### config.mk
export PLATFORM = sky130hd
export DESIGN_NAME = sdlc_regs
export DESIGN_NICKNAME = d
export VERILOG_FILES = /design/src/sdlc_pkg.sv /design/src/sdlc_lane_bank.sv /design/src/sdlc_regs.sv /design/src/sdlc_sync.sv
export SDC_FILE = /design/constraint.sdc
export NUM_CORES = 1
export LEC_CHECK = 0
export ABC_AREA = 0
export BUFFER_PORTS_ARGS = -buffer_cell sky130_fd_sc_hd__buf_2
export CAP_MARGIN = 10
export CORE_MARGIN = 10
export CORE_UTILIZATION = 36
export DETAILED_ROUTE_END_ITERATION = 12
export PLACE_DENSITY = 0.59
export SYNTH_ARGS = -nofsm -noshare
export SYNTH_HDL_FRONTEND = slang
export SYNTH_SLANG_ARGS = --single-unit
### constraint.sdc
create_clock -name aclk -period 2.4 [get_ports aclk]
set_input_delay 0.12 -clock aclk [delete_from_list [all_inputs] [get_ports aclk]]
set_output_delay 0.12 -clock aclk [all_outputs]
set_load 0.005 [all_outputs]
### src/sdlc_pkg.sv
package sdlc_pkg;
  // =========================================
  // register map (byte addresses, own choice)
  localparam logic [7:0] SDLC_QUAD_CTL_OFS = 8'h00;
  localparam logic [7:0] SDLC_TXL_CTL_OFS = 8'h04;
  localparam logic [7:0] SDLC_STATUS_OFS = 8'h08;
  localparam logic [7:0] SDLC_TXL_CTL_SECOND_OFS = 8'h0C;
  localparam logic [7:0] SDLC_RXL_CTL_OFS = 8'h10;
  localparam logic [7:0] SDLC_RXEQ_CTL_OFS = 8'h14;
  // =========================================
  // quad control fields
  localparam int SDLC_LANE_SEL_LSB = 0;
  localparam int SDLC_LANE_SEL_W = 5;
  localparam int SDLC_PDN_BIT = 5;
  localparam logic [4:0] SDLC_LANE_SEL_RST = 5'h10;
  localparam logic [4:0] SDLC_LANE_ALL = 5'h10;
  localparam logic [4:0] SDLC_LANE_MAX = 5'h03;
  localparam int SDLC_LANES = 4;
  // =========================================
  // tx lane control fields
  localparam int SDLC_CD1_LSB = 0;
  localparam int SDLC_CD2L_LSB = 2;
  localparam int SDLC_CD2H_LSB = 4;
  localparam int SDLC_EQ1_LSB = 8;
  localparam logic [31:0] SDLC_TXL_MASK = 32'h0000033F;
  localparam logic [31:0] SDLC_TXL_RST = 32'h00000237;
  localparam logic [31:0] SDLC_LANE_REG_RST = 32'h00000000;
  // =========================================
  // axi responses
  localparam logic [1:0] SDLC_RESP_OKAY = 2'h0;
  localparam logic [1:0] SDLC_RESP_SLVERR = 2'h2;
  // =========================================
  // training request states
  typedef enum logic [1:0] {
    SDLC_ST_ON = 2'b00,
    SDLC_ST_OFF = 2'b01,
    SDLC_ST_INIT = 2'b11
  } sdlc_pwr_t;
endpackage

### src/sdlc_lane_bank.sv
`timescale 1ns/10ps
`default_nettype none
module sdlc_lane_bank
  import sdlc_pkg::*;
#(
  parameter logic [31:0] RST_VAL = 32'h00000000,
  parameter logic [31:0] WR_MASK = 32'hFFFFFFFF
) (
  // clock and sticky reset
  input wire logic aclk,
  input wire logic sticky_resetn,
  // write side
  input wire logic wr_en,
  input wire logic [4:0] lane_sel,
  input wire logic [31:0] wdata,
  input wire logic [3:0] wstrb,
  // last written value and per-lane copies
  output logic [31:0] last_val,
  output logic [SDLC_LANES*32-1:0] lane_val
);
  logic [31:0] last_r;
  logic [31:0] last_nxt;
  logic [31:0] merged;
  logic [31:0] bmask;

  // byte lane merge of the written word
  always_comb begin
    for (int b = 0; b < 4; b++) begin
      bmask[b*8 +: 8] = wstrb[b] ? 8'hFF : 8'h00;
    end
    merged = (last_r & ~bmask) | (wdata & bmask & WR_MASK);
    last_nxt = wr_en ? merged : last_r;
  end

  // readback ignores lane selection
  always_ff @(posedge aclk) begin
    if (!sticky_resetn) begin
      last_r <= RST_VAL;
    end else begin
      last_r <= last_nxt;
    end
  end
  assign last_val = last_r;

  // one stored copy per lane, kept over software resets
  genvar g;
  generate
    for (g = 0; g < SDLC_LANES; g++) begin : g_lane
      logic [31:0] copy_r;
      logic [31:0] copy_nxt;
      logic hit;
      always_comb begin
        hit = wr_en && ((lane_sel == SDLC_LANE_ALL) || (lane_sel == 5'(g)));
        copy_nxt = hit ? ((copy_r & ~bmask) | (wdata & bmask & WR_MASK)) : copy_r;
      end
      always_ff @(posedge aclk) begin
        if (!sticky_resetn) begin
          copy_r <= RST_VAL;
        end else begin
          copy_r <= copy_nxt;
        end
      end
      assign lane_val[g*32 +: 32] = copy_r;
    end
  endgenerate
endmodule
`default_nettype wire

### src/sdlc_regs.sv
// Chosen here: the AXI4-Lite slave port and the register offsets.
`timescale 1ns/10ps
`default_nettype none
// How it works
// - lane target picks which lane copy updates
// - codes 0-3 single lane, 0x10 all; reset 0x10
// - lane register reads return last written value
// - power-down bit set switches clock multiplier off
// - power-down forces training machine to Detect
// - clearing power-down reinitialises, then training restarts
// - power-down ignored when quad already off, except while reinitialising
// - lane copies survive software resets
// - bits 1:0 de-emphasis, gen1 full swing
// - low swing disables all coarse de-emphasis
// - bits 3:2 de-emphasis, gen2 at -3.5dB
// - bits 5:4 de-emphasis, gen2 at -6.0dB
// - bits 9:8 tx equalize, gen1 at -3.5dB
// - low swing when low_swing_enable equals one
module sdlc_regs
  import sdlc_pkg::*;
(
  // clock, software reset, sticky reset
  input wire logic aclk,
  input wire logic aresetn,
  input wire logic sticky_resetn,
  // axi4-lite write address and data
  input wire logic [7:0] s_axi_awaddr,
  input wire logic s_axi_awvalid,
  output logic s_axi_awready,
  input wire logic [31:0] s_axi_wdata,
  input wire logic [3:0] s_axi_wstrb,
  input wire logic s_axi_wvalid,
  output logic s_axi_wready,
  // axi4-lite write response
  output logic [1:0] s_axi_bresp,
  output logic s_axi_bvalid,
  input wire logic s_axi_bready,
  // axi4-lite read
  input wire logic [7:0] s_axi_araddr,
  input wire logic s_axi_arvalid,
  output logic s_axi_arready,
  output logic [31:0] s_axi_rdata,
  output logic [1:0] s_axi_rresp,
  output logic s_axi_rvalid,
  input wire logic s_axi_rready,
  // port state from link layer (async)
  input wire logic low_swing_enable,
  input wire logic deemph_level_select,
  input wire logic gen2_rate,
  input wire logic quad_off_other,
  input wire logic cmu_ready,
  // quad and training controls
  output logic clock_multiplier_unit_on,
  output logic ltssm_force_detect,
  output logic ltssm_start_training,
  // per-lane effective analog controls
  output logic [SDLC_LANES*2-1:0] lane_deemph,
  output logic [SDLC_LANES-1:0] lane_deemph_en,
  output logic [SDLC_LANES*2-1:0] lane_tx_eq
);
  // =========================================
  // synchronised inputs
  logic lse_s;
  logic sde_s;
  logic gen2_s;
  logic qoff_s;
  logic cmu_s;
  sdlc_sync u_sync_lse (.aclk(aclk), .aresetn(aresetn), .din(low_swing_enable), .dout(lse_s));
  sdlc_sync u_sync_sde (.aclk(aclk), .aresetn(aresetn), .din(deemph_level_select), .dout(sde_s));
  sdlc_sync u_sync_gen (.aclk(aclk), .aresetn(aresetn), .din(gen2_rate), .dout(gen2_s));
  sdlc_sync u_sync_qof (.aclk(aclk), .aresetn(aresetn), .din(quad_off_other), .dout(qoff_s));
  sdlc_sync u_sync_cmu (.aclk(aclk), .aresetn(aresetn), .din(cmu_ready), .dout(cmu_s));

  // =========================================
  // axi write channel state
  logic aw_hold_r;
  logic aw_hold_nxt;
  logic [7:0] aw_addr_r;
  logic [7:0] aw_addr_nxt;
  logic w_hold_r;
  logic w_hold_nxt;
  logic [31:0] w_data_r;
  logic [31:0] w_data_nxt;
  logic [3:0] w_strb_r;
  logic [3:0] w_strb_nxt;
  logic bvalid_r;
  logic bvalid_nxt;
  logic [1:0] bresp_r;
  logic [1:0] bresp_nxt;
  logic wr_fire;
  logic wr_hit;

  assign s_axi_awready = !aw_hold_r && !bvalid_r;
  assign s_axi_wready = !w_hold_r && !bvalid_r;
  assign wr_fire = aw_hold_r && w_hold_r && !bvalid_r;

  // capture address and data in either order, answer after both
  always_comb begin
    aw_hold_nxt = aw_hold_r;
    aw_addr_nxt = aw_addr_r;
    w_hold_nxt = w_hold_r;
    w_data_nxt = w_data_r;
    w_strb_nxt = w_strb_r;
    bvalid_nxt = bvalid_r;
    bresp_nxt = bresp_r;
    if (s_axi_awvalid && s_axi_awready) begin
      aw_hold_nxt = 1'b1;
      aw_addr_nxt = s_axi_awaddr;
    end
    if (s_axi_wvalid && s_axi_wready) begin
      w_hold_nxt = 1'b1;
      w_data_nxt = s_axi_wdata;
      w_strb_nxt = s_axi_wstrb;
    end
    if (wr_fire) begin
      aw_hold_nxt = 1'b0;
      w_hold_nxt = 1'b0;
      bvalid_nxt = 1'b1;
      bresp_nxt = wr_hit ? SDLC_RESP_OKAY : SDLC_RESP_SLVERR;
    end else if (bvalid_r && s_axi_bready) begin
      bvalid_nxt = 1'b0;
    end
  end

  always_ff @(posedge aclk) begin
    if (!aresetn) begin
      aw_hold_r <= 1'b0;
      aw_addr_r <= 8'h00;
      w_hold_r <= 1'b0;
      w_data_r <= 32'h00000000;
      w_strb_r <= 4'h0;
      bvalid_r <= 1'b0;
      bresp_r <= SDLC_RESP_OKAY;
    end else begin
      aw_hold_r <= aw_hold_nxt;
      aw_addr_r <= aw_addr_nxt;
      w_hold_r <= w_hold_nxt;
      w_data_r <= w_data_nxt;
      w_strb_r <= w_strb_nxt;
      bvalid_r <= bvalid_nxt;
      bresp_r <= bresp_nxt;
    end
  end
  assign s_axi_bvalid = bvalid_r;
  assign s_axi_bresp = bresp_r;

  // =========================================
  // decode
  logic wr_quad;
  logic wr_txl;
  logic wr_txl2;
  logic wr_rxl;
  logic wr_rxeq;
  always_comb begin
    wr_quad = wr_fire && (aw_addr_r == SDLC_QUAD_CTL_OFS);
    wr_txl = wr_fire && (aw_addr_r == SDLC_TXL_CTL_OFS);
    wr_txl2 = wr_fire && (aw_addr_r == SDLC_TXL_CTL_SECOND_OFS);
    wr_rxl = wr_fire && (aw_addr_r == SDLC_RXL_CTL_OFS);
    wr_rxeq = wr_fire && (aw_addr_r == SDLC_RXEQ_CTL_OFS);
    wr_hit = wr_quad || wr_txl || wr_txl2 || wr_rxl || wr_rxeq || (aw_addr_r == SDLC_STATUS_OFS);
  end

  // =========================================
  // quad control register (sticky)
  logic [4:0] lane_sel_r;
  logic [4:0] lane_sel_nxt;
  logic pdn_r;
  logic pdn_nxt;
  always_comb begin
    lane_sel_nxt = lane_sel_r;
    pdn_nxt = pdn_r;
    if (wr_quad && w_strb_r[0]) begin
      lane_sel_nxt = w_data_r[SDLC_LANE_SEL_LSB +: SDLC_LANE_SEL_W];
      pdn_nxt = w_data_r[SDLC_PDN_BIT];
    end
  end
  always_ff @(posedge aclk) begin
    if (!sticky_resetn) begin
      lane_sel_r <= SDLC_LANE_SEL_RST;
      pdn_r <= 1'b0;
    end else begin
      lane_sel_r <= lane_sel_nxt;
      pdn_r <= pdn_nxt;
    end
  end

  // =========================================
  // lane banks
  logic [31:0] txl_last;
  logic [31:0] txl2_last;
  logic [31:0] rxl_last;
  logic [31:0] rxeq_last;
  logic [SDLC_LANES*32-1:0] txl_lanes;
  sdlc_lane_bank #(.RST_VAL(SDLC_TXL_RST), .WR_MASK(SDLC_TXL_MASK)) u_txl (
    .aclk(aclk), .sticky_resetn(sticky_resetn), .wr_en(wr_txl), .lane_sel(lane_sel_r),
    .wdata(w_data_r), .wstrb(w_strb_r), .last_val(txl_last), .lane_val(txl_lanes));
  sdlc_lane_bank #(.RST_VAL(SDLC_LANE_REG_RST)) u_txl2 (
    .aclk(aclk), .sticky_resetn(sticky_resetn), .wr_en(wr_txl2), .lane_sel(lane_sel_r),
    .wdata(w_data_r), .wstrb(w_strb_r), .last_val(txl2_last), .lane_val());
  sdlc_lane_bank #(.RST_VAL(SDLC_LANE_REG_RST)) u_rxl (
    .aclk(aclk), .sticky_resetn(sticky_resetn), .wr_en(wr_rxl), .lane_sel(lane_sel_r),
    .wdata(w_data_r), .wstrb(w_strb_r), .last_val(rxl_last), .lane_val());
  sdlc_lane_bank #(.RST_VAL(SDLC_LANE_REG_RST)) u_rxeq (
    .aclk(aclk), .sticky_resetn(sticky_resetn), .wr_en(wr_rxeq), .lane_sel(lane_sel_r),
    .wdata(w_data_r), .wstrb(w_strb_r), .last_val(rxeq_last), .lane_val());

  // =========================================
  // power-down and training control
  sdlc_pwr_t pst_r;
  sdlc_pwr_t pst_nxt;
  logic start_r;
  logic start_nxt;
  always_comb begin
    pst_nxt = pst_r;
    start_nxt = 1'b0;
    unique case (pst_r)
      SDLC_ST_ON: begin
        if (pdn_r && !qoff_s) begin
          pst_nxt = SDLC_ST_OFF;
        end
      end
      SDLC_ST_OFF: begin
        if (!pdn_r) begin
          pst_nxt = SDLC_ST_INIT;
        end
      end
      SDLC_ST_INIT: begin
        if (pdn_r) begin
          pst_nxt = SDLC_ST_OFF;
        end else if (cmu_s) begin
          pst_nxt = SDLC_ST_ON;
          start_nxt = 1'b1;
        end
      end
      default: begin
        pst_nxt = SDLC_ST_ON;
      end
    endcase
  end
  always_ff @(posedge aclk) begin
    if (!aresetn) begin
      pst_r <= SDLC_ST_ON;
      start_r <= 1'b0;
    end else begin
      pst_r <= pst_nxt;
      start_r <= start_nxt;
    end
  end
  assign clock_multiplier_unit_on = (pst_r == SDLC_ST_ON) || (pst_r == SDLC_ST_INIT);
  assign ltssm_force_detect = (pst_r == SDLC_ST_OFF) || (pst_r == SDLC_ST_INIT);
  assign ltssm_start_training = start_r;

  // =========================================
  // effective per-lane de-emphasis and equalization
  logic [SDLC_LANES*2-1:0] deemph_r;
  logic [SDLC_LANES*2-1:0] deemph_nxt;
  logic [SDLC_LANES-1:0] deen_r;
  logic [SDLC_LANES-1:0] deen_nxt;
  logic [SDLC_LANES*2-1:0] eq_r;
  logic [SDLC_LANES*2-1:0] eq_nxt;
  always_comb begin
    for (int l = 0; l < SDLC_LANES; l++) begin
      if (!gen2_s) begin
        deemph_nxt[l*2 +: 2] = txl_lanes[l*32 + SDLC_CD1_LSB +: 2];
      end else if (!sde_s) begin
        deemph_nxt[l*2 +: 2] = txl_lanes[l*32 + SDLC_CD2L_LSB +: 2];
      end else begin
        deemph_nxt[l*2 +: 2] = txl_lanes[l*32 + SDLC_CD2H_LSB +: 2];
      end
      deen_nxt[l] = !lse_s;
      eq_nxt[l*2 +: 2] = (!gen2_s && !sde_s) ? txl_lanes[l*32 + SDLC_EQ1_LSB +: 2] : 2'h0;
    end
  end
  always_ff @(posedge aclk) begin
    if (!aresetn) begin
      deemph_r <= '0;
      deen_r <= '0;
      eq_r <= '0;
    end else begin
      deemph_r <= deemph_nxt;
      deen_r <= deen_nxt;
      eq_r <= eq_nxt;
    end
  end
  assign lane_deemph = deemph_r;
  assign lane_deemph_en = deen_r;
  assign lane_tx_eq = eq_r;

  // =========================================
  // axi read channel
  logic rvalid_r;
  logic rvalid_nxt;
  logic [31:0] rdata_r;
  logic [31:0] rdata_nxt;
  logic [1:0] rresp_r;
  logic [1:0] rresp_nxt;
  assign s_axi_arready = !rvalid_r;
  always_comb begin
    rvalid_nxt = rvalid_r;
    rdata_nxt = rdata_r;
    rresp_nxt = rresp_r;
    if (s_axi_arvalid && !rvalid_r) begin
      rvalid_nxt = 1'b1;
      rresp_nxt = SDLC_RESP_OKAY;
      unique case (s_axi_araddr)
        SDLC_QUAD_CTL_OFS: rdata_nxt = {26'h0, pdn_r, lane_sel_r};
        SDLC_TXL_CTL_OFS: rdata_nxt = txl_last;
        SDLC_TXL_CTL_SECOND_OFS: rdata_nxt = txl2_last;
        SDLC_RXL_CTL_OFS: rdata_nxt = rxl_last;
        SDLC_RXEQ_CTL_OFS: rdata_nxt = rxeq_last;
        SDLC_STATUS_OFS: rdata_nxt = {27'h0, qoff_s, ltssm_force_detect, clock_multiplier_unit_on,
                                      lse_s, gen2_s};
        default: begin
          rdata_nxt = 32'h00000000;
          rresp_nxt = SDLC_RESP_SLVERR;
        end
      endcase
    end else if (rvalid_r && s_axi_rready) begin
      rvalid_nxt = 1'b0;
    end
  end
  always_ff @(posedge aclk) begin
    if (!aresetn) begin
      rvalid_r <= 1'b0;
      rdata_r <= 32'h00000000;
      rresp_r <= SDLC_RESP_OKAY;
    end else begin
      rvalid_r <= rvalid_nxt;
      rdata_r <= rdata_nxt;
      rresp_r <= rresp_nxt;
    end
  end
  assign s_axi_rvalid = rvalid_r;
  assign s_axi_rdata = rdata_r;
  assign s_axi_rresp = rresp_r;
endmodule
`default_nettype wire

### src/sdlc_sync.sv
`timescale 1ns/10ps
`default_nettype none
module sdlc_sync
  import sdlc_pkg::*;
(
  // clock and reset
  input wire logic aclk,
  input wire logic aresetn,
  // async level in, filtered level out
  input wire logic din,
  output logic dout
);
  logic [2:0] sh_r;
  logic [2:0] sh_nxt;
  logic dout_r;
  logic dout_nxt;

  // shift and accept when stages two and three agree
  always_comb begin
    sh_nxt = {sh_r[1:0], din};
    dout_nxt = (sh_r[1] == sh_r[2]) ? sh_r[2] : dout_r;
  end

  always_ff @(posedge aclk) begin
    if (!aresetn) begin
      sh_r <= 3'h0;
      dout_r <= 1'b0;
    end else begin
      sh_r <= sh_nxt;
      dout_r <= dout_nxt;
    end
  end

  assign dout = dout_r;
endmodule
`default_nettype wire

==> metrics.txt, run 1 <==
WL final=32.23 mm; EDFF count, synth=0; critical path required time=2840 ps; GRT Util Overall=0.1615; CP Cell Sequence=or4_1, buf_4, buf_12, or4_1, nand2_1, a21boi_0; Max-Cap Viols=0; largest net degree at the start of global routing=67; CTS Sinks=288; unrepaired setup endpoints after global routing=false; Reg clk slew, reported paths=60 ps; CTS buffer count=30; Seq/Total Area, Yosys=0.5002; boundary pin count=129; Compound-Gate Fraction of Synth Area=0.1505; Setup crit end kind=flip-flop; RePlAce Congestion=0.7506; layout cells sized above 1=0.1778; placed instance count=1,716; Mapped Cells=1,233; PD cells=743.2 nW/µm²; multiplexer share of the synthesized area=0.08152; status=finished, final reports clean; worst min-delay path class=primary input to flip-flop; hpwl dp=21.44 mm; Synth Area in XOR/XNOR=0.001520; row count=65; max frequency=446.0 MHz; max-slew violations=0; CTS root buffer=clkbuf_16; measured slew at the worst slew-check pin=824.1 ps; dpl ws=152.0 ps; Hold Violations, Final=0; worst skew pair latency=560 ps; largest family of logic cells by synthesized area=simple AND/OR/NAND/NOR gates; vias post-DR=9,259; first-pass GRT wire length=51.56 mm; synthesis-to-layout area growth=23.57%; antenna-violating nets left=0; sequential cell area=5766 µm²; Core Footprint=31,560 µm²; DR iter-0 viols=657; chip width=198.9 µm; Filler cells=3,039; Initial Util=0.3653; Max-slew headroom=0.4498; Met1 Wirelength=15.29 mm; final period utilization=0.9342; register bit count reported by yosys=288; Final Critical Period=2242 ps; worst ir drop on vdd=0.4546 mV; setup ws final=158.0 ps; critical-path cell with the highest stage delay=or4_1; vias in the first global route=9,124; routed wl met3=1.947 mm; Die Span Y=198.9 µm; Inserted Diodes=0; DR pass1 iterations=5; non-filler cells, final=1,825; Vias/cell=5.073; Placed Area=12,680 µm²; nets@finish=1,468; post-synthesis async set-or-reset flop share=0; die area=39,570 µm²; met2 WL=14.51 mm; GRT overflow=0; setup_tns=0 ps; synthesized area=11,530 µm²; Synth top area share=0.5002; Largest stage delay, worst path=710 ps; clk buf depth=3; Most Frequent Cell on Critical Path=or4_1; Synth cell types=60; DRC viols=0; kind of critical path=flip-flop to flip-flop; Core Util, Final=0.4513; crit path DAT=2680 ps; DR WL/cell=17.66 µm; Startpoint Class=flip-flop; synthesized-area fraction occupied by and/or/nand/nor cells=0.2249; Final Power=10.58 mW; leading area contributor after synthesis=dfxtp_1; post-synthesis average cell area=9.348 µm²; Hold WS=46.61 ps; Port Buffer Count=126; highest routed layer=met4; skew final=11.76 ps; buffers inserted by post-CTS timing repair=0; top_reg_cell synth=dfxtp_1; multi-input logic area=5340 µm²; final setup fails=0; final instance area=14,240 µm²; initial antenna violation count=0; Adder-Cell Fraction of Synth Area=0.003257; CTS tree=built; leakage=5.505 nW; Yosys warnings=0; Max FO, Critical Path=14; Synth area leaders=dfxtp_1, nand2_1, mux2i_1, a21boi_0, nor2b_1; H-tree depth=1
## layer usage
layer  track usage  vias to the layer above
li1              -                     4598
met4       0.03532                        0
met2        0.2579                      233
met5             0                        -
met3       0.02737                       38
met1        0.2228                     4390
## repair_timing
item                                    in CTS  in global routing
endpoints found under the hold margin       55                  0
endpoints found under the setup margin       0                  1
resized for setup                            0                  1
hold buffers                                53                  0
## path summary, 6_finish.rpt
kind / depth (start not counted) / start / slack [ps] / endpoint
max: 6 / aw_addr_r[0]$_SDFFE_PN0P_ / 160 / flip-flop
min: 2 / sticky_resetn / 50 / flip-flop
max reg2reg: 6 / aw_addr_r[0]$_SDFFE_PN0P_ / 160 / flip-flop
min reg2reg: 1 / u_sync_gen.sh_r[0]$_SDFF_PN0_ / 430 / u_sync_gen.sh_r[1]$_SDFF_PN0_
## cell usage after synthesis, drive strengths merged, types with 11 or more instances
cell / count
dfxtp: 288
nand2: 248
mux2i: 77
a21oi: 67
clkbuf: 61
and2: 55
nor2b: 55
a21boi: 51
o21ai: 39
nor2: 31
buf: 27
nand3: 27
a221o: 20
o2bb2ai: 20
and3: 19
nor4: 14
a22oi: 13
inv: 13
o211ai: 12
a211oi: 11
nand2b: 11
## cells by family (layout without fill, tap and decap cells)
| logic type | after synthesis | count (layout) |
|---|---|---|
| multiplexers | 88 | 88 |
| AND/OR/NAND/NOR | 496 | 496 |
| flip-flops | 288 | 288 |
| XOR/XNOR | 2 | 2 |
| buffers and inverters | 102 | 291 |
| other | 1 | 2 |
| AO/OA/AOI/OAI | 253 | 253 |
| adder cells (fa/ha/maj) | 3 | 3 |
## final cells by class
class / count / area share
multi-input combinational: 844 / 0.3749
tap: 402 / 0.03532
inverter: 14 / 0.003690
clock buffer: 42 / 0.06158
clock inverter: 13 / 0.01019
sequential: 288 / 0.4048
timing repair buffer: 222 / 0.1095
## worst max-delay path, delay by kind of cell, from the launching register on
family	cells	cell delay [ps]
buf+inv	2	400
flops	1	300
simple gates	3	1350
compound gates	1	90
## power breakdown
part / total [mW] / internal (mW) / switching, mW
clock: 4.76 / 2.86 / 1.90
sequential: 4.99 / 4.88 / 0.106
combinational: 0.837 / 0.346 / 0.491
total: 10.6 / 8.08 / 2.50
## cells in the final DEF, fill, tap and decap left out, types with 13 or more instances in the layout
master	synthesis	final
nor2b_1	55	55
and2_1	54	54
and3_1	19	19
o21ai_0	39	39
buf_2	6	125
buf_4	6	37
a22oi_1	13	13
a221o_1	20	20
clkbuf_16	0	31
dlygate4sd3_1	0	53
nand2_1	246	246
nor2_1	31	30
a21boi_0	48	48
a21oi_1	67	67
mux2i_1	77	77
dfxtp_1	288	288
o2bb2ai_1	20	20
nand3_1	27	27
Power figures use the tool's default switching activity.
==> run 2: changes to the inputs <==
--- a/config.mk
+++ b/config.mk
@@ -12,6 +12,7 @@
 export CORE_UTILIZATION = 36
 export DETAILED_ROUTE_END_ITERATION = 12
 export PLACE_DENSITY = 0.59
+export REMOVE_ABC_BUFFERS = 1
 export SYNTH_ARGS = -nofsm -noshare
 export SYNTH_HDL_FRONTEND = slang
 export SYNTH_SLANG_ARGS = --single-unit
==> run 2 against run 1 <==
Against the previous run:
- global-route usage grew 0.26 points
- final area grew 0.24%
- core utilization grew 0.11 points
- via count is essentially flat
- clock skew shrank 4.7 ps
- register-to-register slack lost 30 ps
- sequential power is essentially flat
- combinational power grew 3.5%
- critical path depth shrank 1
- worst hold slack lost 11 ps
- critical path type unchanged
==> metrics.txt, run 2 (synthesized netlist as in run 1, its figures left out) <==
leading cell type in the layout, fill and taps excluded=dfxtp_1; Vias/cell=5.057 (-0.32%); synthesis-to-layout area growth=23.86%; GRT Util Overall=0.1641 (+0.002563); setup ws final=126.1 ps (-31.86 ps); Max FO, Critical Path=23 (+9); worst min-delay path class=primary input to flip-flop; Max-Cap Viols=0 (unchanged); clk buf depth=3 (unchanged); Setup crit end kind=flip-flop; final setup fails=0 (unchanged); critical-path cell with the highest stage delay=or4_1; critical path required time=2830 ps (about the same); WL final=32.84 mm (+1.9%); Filler cells=3,049 (+0.33%); kind of critical path=flip-flop to flip-flop; status=finished, final reports clean; Die Span Y=198.9 µm (unchanged); CP Cell Sequence=or4_1, buf_12, or4_1, nand2_1, a21boi_0; Hold Violations, Final=0 (unchanged); Largest stage delay, worst path=750 ps (+40 ps); nets@finish=1,474 (+0.41%); largest net degree at the start of global routing=141 (+110%); skew final=7.074 ps (-4.683 ps); Max-slew headroom=0.3459 (-0.1040); Port Buffer Count=126 (unchanged); leakage=5.535 nW (+0.55%); max frequency=439.8 MHz (-1.4%); DR pass1 iterations=5 (unchanged); H-tree depth=1 (unchanged); Reg2Reg Depth=5 (-1); final instance area=14,280 µm² (+0.24%); Worst Hold Depth=5 (+3); first-pass GRT wire length=51.71 mm (+0.29%); row count=65 (unchanged); CTS root buffer=clkbuf_16; unrepaired setup endpoints after global routing=false; setup_tns=0 ps (unchanged); chip width=198.9 µm (unchanged); Initial Util=0.3653 (unchanged); Hold WS=35.92 ps (-10.69 ps); RePlAce Congestion=0.8238 (+9.8%); CTS tree=built; die area=39,570 µm² (unchanged); DRC viols=0 (unchanged); crit path DAT=2700 ps (+20 ps); dpl ws=98.65 ps (-53.33 ps); PD cells=733.0 nW/µm² (-1.4%); most frequent cells in the layout=dfxtp_1, nand2_1, buf_2; layout cells sized above 1=0.1804 (+0.002626); boundary pin count=129 (unchanged); measured slew at the worst slew-check pin=972.5 ps (+148.3 ps); DR iter-0 viols=585 (-11%); hpwl dp=21.68 mm (+1.1%); worst ir drop on vdd=0.5343 mV (+18%); initial antenna violation count=0 (unchanged); Core Footprint=31,560 µm² (unchanged); max-slew violations=0 (unchanged); GRT overflow=0 (unchanged); antenna-violating nets left=0 (unchanged); Reg clk slew, reported paths=60 ps (about the same); Final Critical Period=2274 ps (+31.86 ps); Most Frequent Cell on Critical Path=or4_1; DR WL/cell=17.93 µm (+1.5%); final period utilization=0.9474 (+0.01328); CTS Sinks=288 (unchanged); Inserted Diodes=0 (unchanged); Placed Area=12,740 µm² (+0.46%); worst skew pair latency=550 ps (about the same); vias in the first global route=9,140 (+0.18%); Final Power=10.46 mW (-1.1%); vias post-DR=9,265 (+0.065%); Startpoint Class=flip-flop; CTS buffer count=31 (+3.3%)
[run 2: changes by cell type in the layout (fill, tap and decap cells not counted), sizes merged]
| cell | before | now |
|---|---|---|
| buf | 168 | 174 |
| bufinv | 3 | 0 |
| clkinvlp | 2 | 0 |
| clkinv | 9 | 6 |
| clkbuf | 43 | 52 |
[run 2: cell type report]
| class | count | area, µm² | share of cell area |
|---|---|---|---|
| Clock inverter | 5 | 25.02 | 0.001753 |
| Multi-Input combinational cell | 844 | 5344 | 0.3743 |
| Inverter | 14 | 52.55 | 0.003681 |
| Timing Repair Buffer | 227 | 1612 | 0.1129 |
| Sequential cell | 288 | 5766 | 0.4039 |
| Clock buffer | 52 | 974.7 | 0.06827 |
| Tap cell | 402 | 503.0 | 0.03523 |
[run 2: worst max-delay path: cells and delay by family, from the launching register on]
kind | cells | cell delay (ps)
AND/OR/NAND/NOR | 3 | 1530
AO/OA/AOI/OAI | 1 | 80
flip-flops | 1 | 310
buffers and inverters | 1 | 230
[run 2: stage by stage]
step | cells | util
2_1_floorplan | 1146 | -
3_3_place_gp | 1722 | 0.4037
3_5_place_dp | 1722 | 0.4037
4_1_cts | 1832 | 0.4522
5_1_grt | 1832 | 0.4524
6_report | 1832 | 0.4524
[run 2: path summary, 6_finish.rpt]
kind	from	to	slack, ps
setup / recovery	aw_addr_r[0]$_SDFFE_PN0P_	flip-flop	130
hold / removal	s_axi_araddr[0]	s_axi_rresp[1]$_SDFFE_PN0P_	40
setup reg to reg	aw_addr_r[0]$_SDFFE_PN0P_	flip-flop	130
hold reg to reg	u_sync_lse.sh_r[0]$_SDFF_PN0_	u_sync_lse.sh_r[1]$_SDFF_PN0_	430
[run 2: power breakdown]
group | internal (mW) | switching [mW]
logic | 0.357 | 0.508
registers | 4.88 | 0.0977
clock network | 2.74 | 1.88
[run 2: what timing repair did]
action                                  in CTS  in global routing
setup buffers                                0                  0
gates resized for setup                      0                  3
endpoints found under the hold margin       52                  0
endpoints found under the setup margin       0                 13
hold buffers                                53                  0
[run 2: per-layer routing]
layer	vias to the layer above	share of wire	track usage
met2	193	0.48	0.2773
met5	-	0	0
met1	4394	0.45	0.2093
met3	58	0.048	0.02839
li1	4620	-	-
met4	0	0.027	0.04747
